**src/logic/sar_pkg.sv**
```systemverilog
// Constants and carrier types for the 12-bit successive approximation register
//------------------------------------------------------------------------------
//------------------------------------------------------------------------------
`default_nettype none

package sar_pkg;

  localparam int          RESULT_W    = 12;            // Result width
  localparam logic [11:0] RESULT_RST  = 12'hfff;       // Register value after reset
  localparam logic [11:0] TRIAL_FIRST = 12'h800;       // Trial marker on first bit
  localparam logic [11:0] START_PAT   = 12'h7ff;       // MSB low, rest high

  // Pin-side inputs after synchronisation
  typedef struct packed {
    logic comp_in;    // Comparator result
    logic start_n;    // Start request, low active
    logic enable_n;   // Expansion enable, low active
  } sar_in_s;

endpackage : sar_pkg

`default_nettype wire

```
**src/logic/pin_sync.sv**
```systemverilog
// Three-stage pin synchroniser with agreement filter
`default_nettype none

module pin_sync
  import sar_pkg::*;
#(
  parameter int           W   = 3,
  parameter logic [W-1:0] RST = '0
)
(
  input  wire logic         i_clk,     // System clock
  input  wire logic         i_resetn,  // Async reset, low active
  input  wire logic [W-1:0] i_pin,     // Raw pin levels
  output logic      [W-1:0] o_level    // Filtered levels
);

  //----------------------------------------------------------------------------
  // Synchroniser chain per bit
  //----------------------------------------------------------------------------
  genvar g;
  generate
    for (g = 0; g < W; g++)
    begin : g_bit
      logic s1_q;
      logic s2_q;
      logic s3_q;
      logic lvl_q;
      // First stage is read by the second stage only
      always_ff @(posedge i_clk or negedge i_resetn)
      begin
        if (!i_resetn)
        begin
          s1_q  <= RST[g];
          s2_q  <= RST[g];
          s3_q  <= RST[g];
          lvl_q <= RST[g];
        end
        else
        begin
          s1_q <= i_pin[g];
          s2_q <= s1_q;
          s3_q <= s2_q;
          if (s2_q == s3_q)
            lvl_q <= s3_q;  // Change counts once stages two and three agree
        end
      end
      assign o_level[g] = lvl_q;
    end
  endgenerate

endmodule : pin_sync

`default_nettype wire

```
**src/logic/sar_register.sv**
```systemverilog
// 12-bit successive approximation register core
`default_nettype none

module sar_register
  import sar_pkg::*;
(
  input  wire logic                i_clk,                  // System clock, 200 MHz
  input  wire logic                i_resetn,               // Async reset, low active
  input  wire logic                i_register_clock,       // Register clock pin
  input  wire logic                i_comp_in,              // Comparator serial input
  input  wire logic                i_start_n,              // Start, low active
  input  wire logic                i_enable_n,             // Expansion enable, low active
  output logic [RESULT_W-1:0]      o_result_bits,          // Parallel result bits
  output logic                     o_msb_out,              // MSB (forced high when disabled)
  output logic                     o_msb_out_n,            // Inverse of MSB, sign bit
  output logic                     o_lsb_out,              // Least significant bit
  output logic                     o_serial_out,           // Comparator delayed one clock
  output logic                     o_conversion_finished_n // Done, low active
);

  //----------------------------------------------------------------------------
  // Pin synchronisation
  //----------------------------------------------------------------------------
  // Register clock is a pin from the other party; it is sampled, not used as a clock
  logic [3:0] raw_pins;
  logic [3:0] pins;
  assign raw_pins = {i_register_clock, i_comp_in, i_start_n, i_enable_n};

  // Stages reset to idle: register clock and comparator low, start and enable high,
  // so no false step follows reset and the MSB stays forced until enable settles
  pin_sync #(
    .W   (4),
    .RST (4'h3)
  ) u_sync (
    .i_clk    (i_clk),
    .i_resetn (i_resetn),
    .i_pin    (raw_pins),
    .o_level  (pins)
  );

  sar_in_s in_s;
  logic    rclk_lvl;
  assign rclk_lvl = pins[3];
  assign in_s     = '{comp_in: pins[2], start_n: pins[1], enable_n: pins[0]};

  //----------------------------------------------------------------------------
  // Register clock edge enable
  //----------------------------------------------------------------------------
  // One-cycle pulse on each filtered rising edge of the register clock
  logic rclk_prev_q;
  logic step;
  assign step = rclk_lvl & ~rclk_prev_q;

  always_ff @(posedge i_clk or negedge i_resetn)
  begin
    if (!i_resetn)
      rclk_prev_q <= 1'b0;
    else
      rclk_prev_q <= rclk_lvl;
  end

  //----------------------------------------------------------------------------
  // Successive approximation next-state
  //----------------------------------------------------------------------------
  // trial_q marks the bit under trial; zero once the LSB is decided
  logic [RESULT_W-1:0] result_q;
  logic [RESULT_W-1:0] result_d;
  logic [RESULT_W-1:0] trial_q;
  logic [RESULT_W-1:0] trial_d;
  logic [RESULT_W-1:0] trial_next;
  logic [RESULT_W-1:0] decided;
  logic                done_n_q;
  logic                done_n_d;
  logic                serial_q;
  logic                converting;
  logic                launch;

  assign launch     = ~in_s.start_n & ~in_s.enable_n;
  assign converting = |trial_q;
  assign trial_next = trial_q >> 1;
  // Trial bit takes comparator value, next lower goes low, others hold
  assign decided    = (result_q & ~trial_q & ~trial_next)
                    | (trial_q & {RESULT_W{in_s.comp_in}});

  // Start wins while enabled; a finished register waits for a new start
  always_comb
  begin
    result_d = result_q;
    trial_d  = trial_q;
    done_n_d = done_n_q;
    if (in_s.enable_n)
    begin
      // Conversion inhibited, state unchanged
      result_d = result_q;
    end
    else if (launch)
    begin
      result_d = START_PAT;
      trial_d  = TRIAL_FIRST;
      done_n_d = 1'b1;
    end
    else if (converting)
    begin
      result_d = decided;
      trial_d  = trial_next;
      done_n_d = (trial_q != 12'h001);
    end
  end

  //----------------------------------------------------------------------------
  // State registers, advanced by the register clock enable
  //----------------------------------------------------------------------------
  // Reset gives a defined state though the pin behaviour treats it as unknown
  always_ff @(posedge i_clk or negedge i_resetn)
  begin
    if (!i_resetn)
    begin
      result_q <= RESULT_RST;
      trial_q  <= '0;
      done_n_q <= 1'b1;
      serial_q <= 1'b0;
    end
    else if (step)
    begin
      result_q <= result_d;
      trial_q  <= trial_d;
      done_n_q <= done_n_d;
      serial_q <= in_s.comp_in;
    end
  end

  //----------------------------------------------------------------------------
  // Outputs
  //----------------------------------------------------------------------------
  // Synchronised enable forces MSB high combinationally, so cascaded stages see it four clocks after the enable pin
  logic msb_eff;
  assign msb_eff                 = result_q[RESULT_W-1] | in_s.enable_n;
  assign o_result_bits           = {msb_eff, result_q[RESULT_W-2:0]};
  assign o_msb_out               = msb_eff;
  assign o_msb_out_n             = ~msb_eff;
  assign o_lsb_out               = result_q[0];
  assign o_serial_out            = serial_q;
  assign o_conversion_finished_n = done_n_q;

endmodule : sar_register

`default_nettype wire

```
**config.mk**
```make
export PLATFORM = sky130hd
export DESIGN_NAME = sar_register
export DESIGN_NICKNAME = d
export VERILOG_FILES = /design/src/logic/sar_pkg.sv /design/src/logic/pin_sync.sv /design/src/logic/sar_register.sv
export SDC_FILE = /design/constraint.sdc
export NUM_CORES = 1
export LEC_CHECK = 0
export ABC_AREA = 1
export BUFFER_PORTS_ARGS = -buffer_cell sky130_fd_sc_hd__buf_2
export CAP_MARGIN = 5
export CELL_PAD_IN_SITES_DETAIL_PLACEMENT = 1
export CELL_PAD_IN_SITES_GLOBAL_PLACEMENT = 1
export CORE_UTILIZATION = 40
export CTS_CLUSTER_DIAMETER = 30
export DETAILED_ROUTE_END_ITERATION = 10
export PLACE_DENSITY_LB_ADDON = 0.08
export SLEW_MARGIN = 20
export SYNTH_ARGS = -nofsm -noshare
export SYNTH_HDL_FRONTEND = slang
export SYNTH_HIERARCHICAL = 1
export SYNTH_SLANG_ARGS = --single-unit
```
**constraint.sdc**
```tcl
create_clock -name i_clk -period 2.35 [get_ports i_clk]
set_input_delay 0.47 -clock i_clk [delete_from_list [all_inputs] [get_ports i_clk]]
set_output_delay 0.47 -clock i_clk [all_outputs]
set_load 0.1 [all_outputs]
```
# After elaboration in Yosys (flattened, before gate mapping)
# Cells that the tools add are included.
[classes] n_reduce_logical=3 mux=6 n_bitwise=13 n_eq_ne=5
[op_table] operator="$mux 12" n=4
[op_table] operator="$and 12x12->12" n=3
[op_table] operator="$ne 12x1->1 const B" n=1
[op_table] operator="$not 11->12" n=1
[op_table] operator="$not 12->12" n=1
[op_table] operator="$or 12x12->12" n=1
[op_table] operator="$reduce_or 12->1" n=1
[op_table] operator="$eq 1x1->1" n=4
[op_table] operator="$not 1->1" n=4
[op_table] operator="$reduce_and 3->1" n=1
[op_table] operator="$and 1x1->1" n=2
[op_table] operator="$mux 1" n=2
[op_table] operator="$reduce_bool 2->1" n=1
[op_table] operator="$or 1x1->1" n=1
[totals] inputBits=6 register_bits=43 output_inout_bits=17 elab_cells=48

# Depth between registers and ports, before layout
# Gate-level depths: netlist (run 1).
[depth] ltp_word=6 ltp_mapped=10 mapped_depth_nobuf=8

# Modules after synthesis
# Netlist (run 1), hierarchy kept.
[modules_own_cells] module="sar_register" cells_per_inst=198 seq_area_each_um2=691.9 instances=1 area_each_um2=1508.9
[modules_own_cells] module="pin_sync" cells_per_inst=36 seq_area_each_um2=410.4 instances=1 area_each_um2=505.5

# Worst setup path before layout (run 1)
# OpenSTA, ideal clock, no wires.
[synth_timing] path_kind="reg2out" from="reg u_sync.g_bit[0].lvl_q" to="out o_result_bits[11]" arrival_time_ps=3212 path_slack_ps=-1332 required_ps=1880 n_path_buf=2 stages_incl_launch_ff=5 path_cell_list="dfstp_2 buf_4 nor2_1 inv_1 buf_4"
[synth_via] elab_chain_len=1
[synth_lines] item="start: declaration" line="pin_sync.sv:27" source="logic lvl_q;"
[synth_lines] item="start signal: assignment" line="pin_sync.sv:36" source="lvl_q <= RST[g];"
[synth_lines] item="start signal: assignment" line="pin_sync.sv:44" source="lvl_q <= s3_q;"
[synth_lines] item="$or 1x1->1" line="sar_register.sv:137" source="assign msb_eff = result_q[RESULT_W-1] | in_s.enable_n;"
[synth_lines] item="end: declaration" line="sar_register.sv:13" source="output logic [RESULT_W-1:0] o_result_bits,"
# Every way passes these cells.

# Worst setup path in the final report (run 1)
[layout_timing] from="reg u_sync.g_bit[0].lvl_q" to="out o_msb_out"
[layout_via] elab_chain_len=1
[layout_lines] item="$or 1x1->1" line="sar_register.sv:137"
[layout_lines] item="end: declaration" line="sar_register.sv:14" source="output logic o_msb_out,"
# Every way passes these cells.

==> metrics.md, run 1 <==
| Metric | Value |
|---|---|
| Initial Util | `42.1%` |
| Post-CTS Hold Fix Bufs | `0` |
| Tightest Pin Transition | `0.608 ns` |
| Cell Area, Placed | `2080 µm²` |
| Global-route wire length before repair | `approximately 7.7 mm` |
| Worst slack, placed | `0.690 ns` |
| Netlist Area Pre-Place | `2010 µm²` |
| CTS Sinks | `43` |
| CP Capture Type | `output pin` |
| F_max | `530 MHz` |
| Period utilization | `around four fifths` |
| Routed via count | `~1500` |
| Fill cells | `605` |
| Synth top area share | `27.4%` |
| Worst slew margin | `59.4%` |
| H-tree depth | `2` |
| Seq/Total Area, Yosys | `54.7%` |
| # Post-CTS Setup Buffers | `0` |
| Post-route DRC violation count | `0` |
| DRT iter0 DRCs | `47` |
| Post-synth EDFFs | `0` |
| Primary FF master, synth | `dfrtp_1` |
| Synthesized Nets | `240` |
| Initial antenna violation count | `0` |
| Diodes inserted | `0` |
| Asr flop ratio synth | `between 90% and 100%` |
| Final Hold Fails | `0` |
| Die height | `73.0 µm` |
| Crit path DAT | `1.42 ns` |
| Largest net degree at the start of global routing | `26` |
| Detail Placement HPWL | `between 3 and 4 mm` |
| DRT Pass-1 Iters | `4` |
| Post-Route WL | `between 4 and 5 mm` |
| Startpoint types | `flip-flop` |
| Synth Warn # | `6` |
| Worst EP required | `1.88 ns` |
| GRT Total Usage | `about a fifth` |
| Io pins | `23` |
| Distinct cells, synth | `19` |
| Full die area | `roughly 5300 µm²` |
| Max-capacitance violation count | `0` |
| Post-Synthesis Cells | `234` |
| CTS Buffer Depth | `2` |
| Top fanout value on the critical path | `5` |
| # setup viols final | `0` |
| CTS Buf Count | `5` |
| Gpl congestion | `0.758` |
| Clock root buffer | `clkbuf_8` |
| Yosys top cell by area | `dfstp_2` |
| CTS tree | `built` |
| Port bufs | `22` |
| Vias per Instance | `4.84` |
| Ratio of cells with drive above 1 in the final layout | `25.0%` |
| RSZ-0062 raised after global routing | `no` |
| Count leader, synth | `nand2_1` |
| Status | `finished, final reports clean` |
| Avg Cell Area, Syn | `roughly 8.6 µm²` |
| Wire per inst | `between 10 and 15 µm` |
| Vias in the first global route | `1622` |
| Final Critical Period | `1.89 ns` |
| Reg-to-Reg Start | `u_sync/g_bit[0].lvl_q$_DFFE_PN1N_` |
| Critical path type | `flip-flop to output pin` |
| Clk pin slew, worst setup/hold paths | `0.08 ns` |
| # rows | `25` |
| Core area | `4790 µm²` |
| Slew Limit Fails | `0` |
| Crit. Startpoint | `u_sync/g_bit[0].lvl_q$_DFFE_PN1N_` |
| Fin Setup TNS | `0 ns` |
| Finished Cell Area | `2170 µm²` |
| Congestion Overflow GR | `0` |
| Syn-to-layout area delta | `7.58%` |
| FF+latch count, synth | `43` |
| Final ANT Viol Nets | `0` |
| Die outline width | `73.0 µm` |
| Top post-synthesis cells by count | `67 x nand2_1, 31 x nand3_1, 23 x nor2_1, 22 x dfrtp_1, 21 x dfstp_2` |
| Final critical-path setup slack | `around 0.46 ns` |
| Post-CTS Resized | `0` |
| Worst min path class | `primary input to async pin` |
| Fin nets | `249` |
| Worst Clk Skew | `slightly above 0.01 ns` |
| Area contributors post-synth | `dfstp_2 27%, dfrtp_1 27%, nand2_1 12%, nand3_1 7.7%, buf_4 6.0%` |
| Clk Latency, worst-skew pair | `0.29 ns` |
sequential cells by signal, summed over array words and instances, names as in the netlist:
name                     cells
o_conversion_finished_n      1
o_serial_out                 1
rclk_prev_q                  1
result_q                    12
trial_q                     12
u_sync/g_bit.lvl_q           4
u_sync/g_bit.s1_q            4
u_sync/g_bit.s2_q            4
u_sync/g_bit.s3_q            4
per-layer routing:
metal | part of all wire [%] | GRT usage (%)
met1 | 47 | 25.2
met2 | 50 | 31.9
met3 | 2.3 | 3.18
met4 | 1.0 | 7.63
met5 | 0 | 0
critical path, stage by stage (launching register included):
cell	delay (ns)
dfstp_2	0.60
nor2_4	0.06
inv_1	0.06
buf_2	0.42
final timing paths:
path,end,slack [ns],cells after the start
max in group asynchronous,u_sync/g_bit[1].lvl_q$_DFFE_PN1N_,1.65,2
min in group i_clk,u_sync/g_bit[0].s1_q$_DFF_PN1_,0.28,1
min,trial_q[9]$_DFFE_PN0P_,0.09,1
max reg2reg,trial_q[10]$_DFFE_PN0P_,0.69,8
min reg2reg,u_sync/g_bit[2].s2_q$_DFF_PN0_,0.36,0
max,o_msb_out,0.46,3
kinds of logic after synthesis:
kind of cell | after synthesis | share of synthesized area, %
simple gates | 127 | 26.9
buf+inv | 46 | 12.5
flops | 43 | 54.7
compound gates | 18 | 5.84
final cells by class:
type	instances	area (µm²)	share of cell area (%)
inverter	22	82.6	3.81
clock inverter	1	5.00	0.231
multi-input combinational	145	667	30.8
sequential	43	1100	50.9
tap	67	83.8	3.87
clock buffer	7	86.3	3.98
timing repair buffer	26	140	6.47
layout by cell type (no fill, tap or decap), types with 4 or more instances in the layout:
master / netlist / final
o211ai_1: 11 / 11
dfrtp_1: 22 / 22
nor2_1: 23 / 22
clkbuf_8: 0 / 6
nand2_1: 67 / 67
inv_1: 20 / 20
dfstp_2: 21 / 21
buf_2: 4 / 22
buf_4: 16 / 4
a21oi_1: 5 / 5
nand3_1: 31 / 31
metrics by stage:
step | hold slack (ns) | instances | utilization (%)
3_3_place_gp | 0.339 | 303 | 43.4
6_report | 0.0891 | 311 | 45.3
4_1_cts | 0.0965 | 311 | 45.3
2_1_floorplan | 0.174 | 234 | -
5_1_grt | 0.112 | 311 | 45.3
3_5_place_dp | 0.338 | 303 | 43.4
Power of run 1 is left out: the tool's default activity adds up to more than one toggle a clock period on the data nets, which glitch-free logic cannot reach.
==> run 2, diff against run 1 <==
ABC_AREA = 0   (was 1)
clock period = 1.8 ns   (was 2.35 ns; I/O delays follow)
==> metrics.md, run 2 <==
| Metric | Value |
|---|---|
| Power density over the cells | `between 1500 and 2000 nW/µm²` |
| RSZ-0062 raised after global routing | `no` |
| DRT Pass-1 Iters | `4 (unchanged)` |
| Seq/Total Area, Yosys | `61.9% (+7.2 points)` |
| Post-CTS Resized | `1 (+1)` |
| Post-route DRC violation count | `0 (unchanged)` |
| Vias per Instance | `5.20 (+7.3%)` |
| CTS Buf Count | `5 (unchanged)` |
| Post-Route WL | `3.33 mm (-23%)` |
| Post-synth EDFFs | `0 (unchanged)` |
| Gpl congestion | `0.736 (-2.8%)` |
| Core area | `4140 µm² (-13%)` |
| GRT Total Usage | `17.1% (-2.1 points)` |
| Initial Util | `43.0% (+0.87 points)` |
| Worst slack, placed | `0.322 ns (-0.368 ns)` |
| Vias in the first global route | `1191 (-27%)` |
| Syn-to-layout area delta | `10.0%` |
| FF+latch count, synth | `43 (unchanged)` |
| Worst EP required | `1.44 ns (-0.44 ns)` |
| Area contributors post-synth | `dfstp_2 31%, dfrtp_1 31%, buf_4 6.7%, nand2_1 4.6%, o21ai_1 4.5%` |
| Reg-to-Reg Start | `u_sync/g_bit[3].lvl_q$_DFFE_PN0N_` |
| Avg Cell Area, Syn | `10.8 µm² (+25%)` |
| Congestion Overflow GR | `0 (unchanged)` |
| Synth top area share | `31.0% (+3.6 points)` |
| Asr flop ratio synth | `100% (unchanged)` |
| Post-Synthesis Cells | `165 (-29%)` |
| Io pins | `23 (unchanged)` |
| Final Critical Period | `1.71 ns` |
| Top post-synthesis cells by count | `22 x dfrtp_1, 22 x nand2_1, 21 x dfstp_2, 16 x buf_4, 16 x o21ai_1` |
| Post-CTS Hold Fix Bufs | `0 (unchanged)` |
| Final Hold Fails | `0 (unchanged)` |
| # Post-CTS Setup Buffers | `0 (unchanged)` |
| Largest net degree at the start of global routing | `44 (+69%)` |
| DRT iter0 DRCs | `93 (+98%)` |
| Area of the multi-input gates | `502 µm² (-25%)` |
| Synthesized Nets | `171 (-29%)` |
| Diodes inserted | `0 (unchanged)` |
| Clk Latency, worst-skew pair | `0.29 ns (about the same)` |
| Ratio of cells with drive above 1 in the final layout | `35.4% (+10 points)` |
| CP Capture Type | `output pin` |
| Cell Area, Placed | `1860 µm² (-11%)` |
| Clk pin slew, worst setup/hold paths | `0.07 ns (about the same)` |
| R2r worst-path depth | `4 (-4)` |
| Critical path type | `flip-flop to output pin` |
| Yosys top cell by area | `dfstp_2` |
| Wire per inst | `14.8 µm (+6.8%)` |
| Finished Cell Area | `1960 µm² (-9.6%)` |
| Register Area | `1100 µm² (unchanged)` |
| Internal reg-to-reg setup slack | `0.40 ns (-0.29 ns)` |
| Status | `finished, final reports clean` |
| Die outline width | `68.7 µm (-5.8%)` |
| CTS Buffer Depth | `2 (unchanged)` |
| Final critical-path setup slack | `0.0872 ns (-0.376 ns)` |
| Initial antenna violation count | `0 (unchanged)` |
| Primary FF master, synth | `dfrtp_1` |
| Full die area | `4720 µm² (-11%)` |
| H-tree depth | `2 (unchanged)` |
| Detail Placement HPWL | `2.15 mm (-30%)` |
| Worst min path class | `primary input to async pin` |
| Max-capacitance violation count | `0 (unchanged)` |
| Fin nets | `180 (-28%)` |
| Final ANT Viol Nets | `0 (unchanged)` |
| Leakage power | `0.861 nW` |
| Die height | `68.7 µm (-5.8%)` |
| Worst VDD drop | `0.000744 V` |
| Crit path DAT | `1.35 ns (-0.07 ns)` |
| CTS tree | `built` |
| Worst Clk Skew | `0.00545 ns (-0.00464 ns)` |
| Routed via count | `1169 (-22%)` |
| Distinct cells, synth | `25 (+6)` |
| CTS Sinks | `43 (unchanged)` |
| Most frequent cells in the layout | `22 x nand2_1, 22 x dfrtp_1, 21 x dfstp_2` |
| Worst setup path end | `o_msb_out_n` |
| Top fanout value on the critical path | `6 (+1)` |
| Clock root buffer | `clkbuf_8` |
| Synth Warn # | `6 (unchanged)` |
| Slew Limit Fails | `0 (unchanged)` |
| # setup viols final | `0 (unchanged)` |
| F_max | `approximately 580 MHz` |
| Fill cells | `474 (-22%)` |
| Crit. Startpoint | `u_sync/g_bit[0].lvl_q$_DFFE_PN1N_` |
| Tightest Pin Transition | `0.521 ns (-0.0865 ns)` |
| Port bufs | `22 (unchanged)` |
| Biggest regs | `result_q x12, trial_q x12` |
| Startpoint types | `flip-flop` |
| Period utilization | `95.2%` |
| Global-route wire length before repair | `5.66 mm (-27%)` |
| R2r endpoint | `result_q[2]$_DFFE_PN1P_` |
| # rows | `23 (-8.0%)` |
| Netlist Area Pre-Place | `1780 µm² (-12%)` |
| Worst slew margin | `65.3% (+5.8 points)` |
run 2: changes by cell type in the layout (fill, tap and decap cells not counted), moves of 4 or more:
| cell | before | now |
|---|---|---|
| nand3_1 | 31 | 10 |
| o21ai_0 | 2 | 8 |
| o21ai_1 | 0 | 16 |
| o211ai_1 | 11 | 0 |
| inv_1 | 20 | 0 |
| a21oi_1 | 5 | 11 |
| nand2_1 | 67 | 22 |
| nor2_1 | 22 | 12 |
| maj3_2 | 0 | 4 |
run 2: cell families (layout without fill, tap and decap cells):
| group | Yosys count | count (layout) | share of synthesized area [%] |
|---|---|---|---|
| and+or+nand+nor | 54 | 54 | 13.6 |
| buffers and inverters | 25 | 35 | 10.0 |
| muxes | 1 | 1 | 0.632 |
| DFF | 43 | 43 | 61.9 |
| adders and majority gates | 4 | 4 | 2.53 |
| AOI/OAI and AO/OA | 38 | 38 | 11.2 |
run 2: worst max-delay path: stages (launching register included):
cell and delay [ns]:
dfstp_2 0.58, or2_4 0.18, clkinvlp_4 0.08, buf_4 0.22
run 2: worst min-delay path by stage:
stage	start	to	depth (start not counted)
final	i_resetn	u_sync/g_bit[3].lvl_q$_DFFE_PN0N_	2
after floorplan	i_resetn	o_serial_out$_DFFE_PN0N_	0
after global placement	u_sync/g_bit[3].s1_q$_DFF_PN0_	u_sync/g_bit[3].s2_q$_DFF_PN0_	0
after detailed placement	u_sync/g_bit[2].s1_q$_DFF_PN0_	u_sync/g_bit[2].s2_q$_DFF_PN0_	0
after CTS	i_resetn	o_serial_out$_DFFE_PN0N_	2
after global routing	i_resetn	u_sync/g_bit[3].lvl_q$_DFFE_PN0N_	2
run 2: power breakdown:
part,internal [mW],switching (mW),total (mW)
clock network,0.350,0.309,0.659
registers,1.23,0.135,1.36
logic,0.286,1.23,1.51
run 2: routing by layer:
metal	track usage [%]	vias to the layer above	share of wire, %
li1	-	562	-
met1	21.1	581	48
met2	27.2	19	46
met3	5.59	7	4.2
met4	7.65	0	1.9
met5	0	-	0
run 2: final cells by class:
class	count	share of cell area [%]
clock buffers	8	5.11
inverters	1	0.383
multi-input cells	97	25.6
flip-flops and latches	43	56.3
well taps	50	3.19
repair buffers	26	9.45
run 2: per-stage QoR:
| stage | utilization (%) | power [mW] | hold WS (ns) | cells | setup TNS (ns) |
|---|---|---|---|---|---|
| global placement | 44.8 | 2.88 | 0.334 | 217 | 0 |
| finish | 47.3 | 3.53 | 0.0276 | 225 | 0 |
| floorplan | - | 2.79 | 0.0644 | 165 | -0.0100 |
| CTS | 47.3 | 3.58 | 0.0343 | 225 | 0 |
| global route | 47.3 | 3.71 | 0.0285 | 225 | 0 |
| detailed placement | 44.8 | 2.90 | 0.339 | 217 | 0 |
Power figures use the tool's default switching activity.
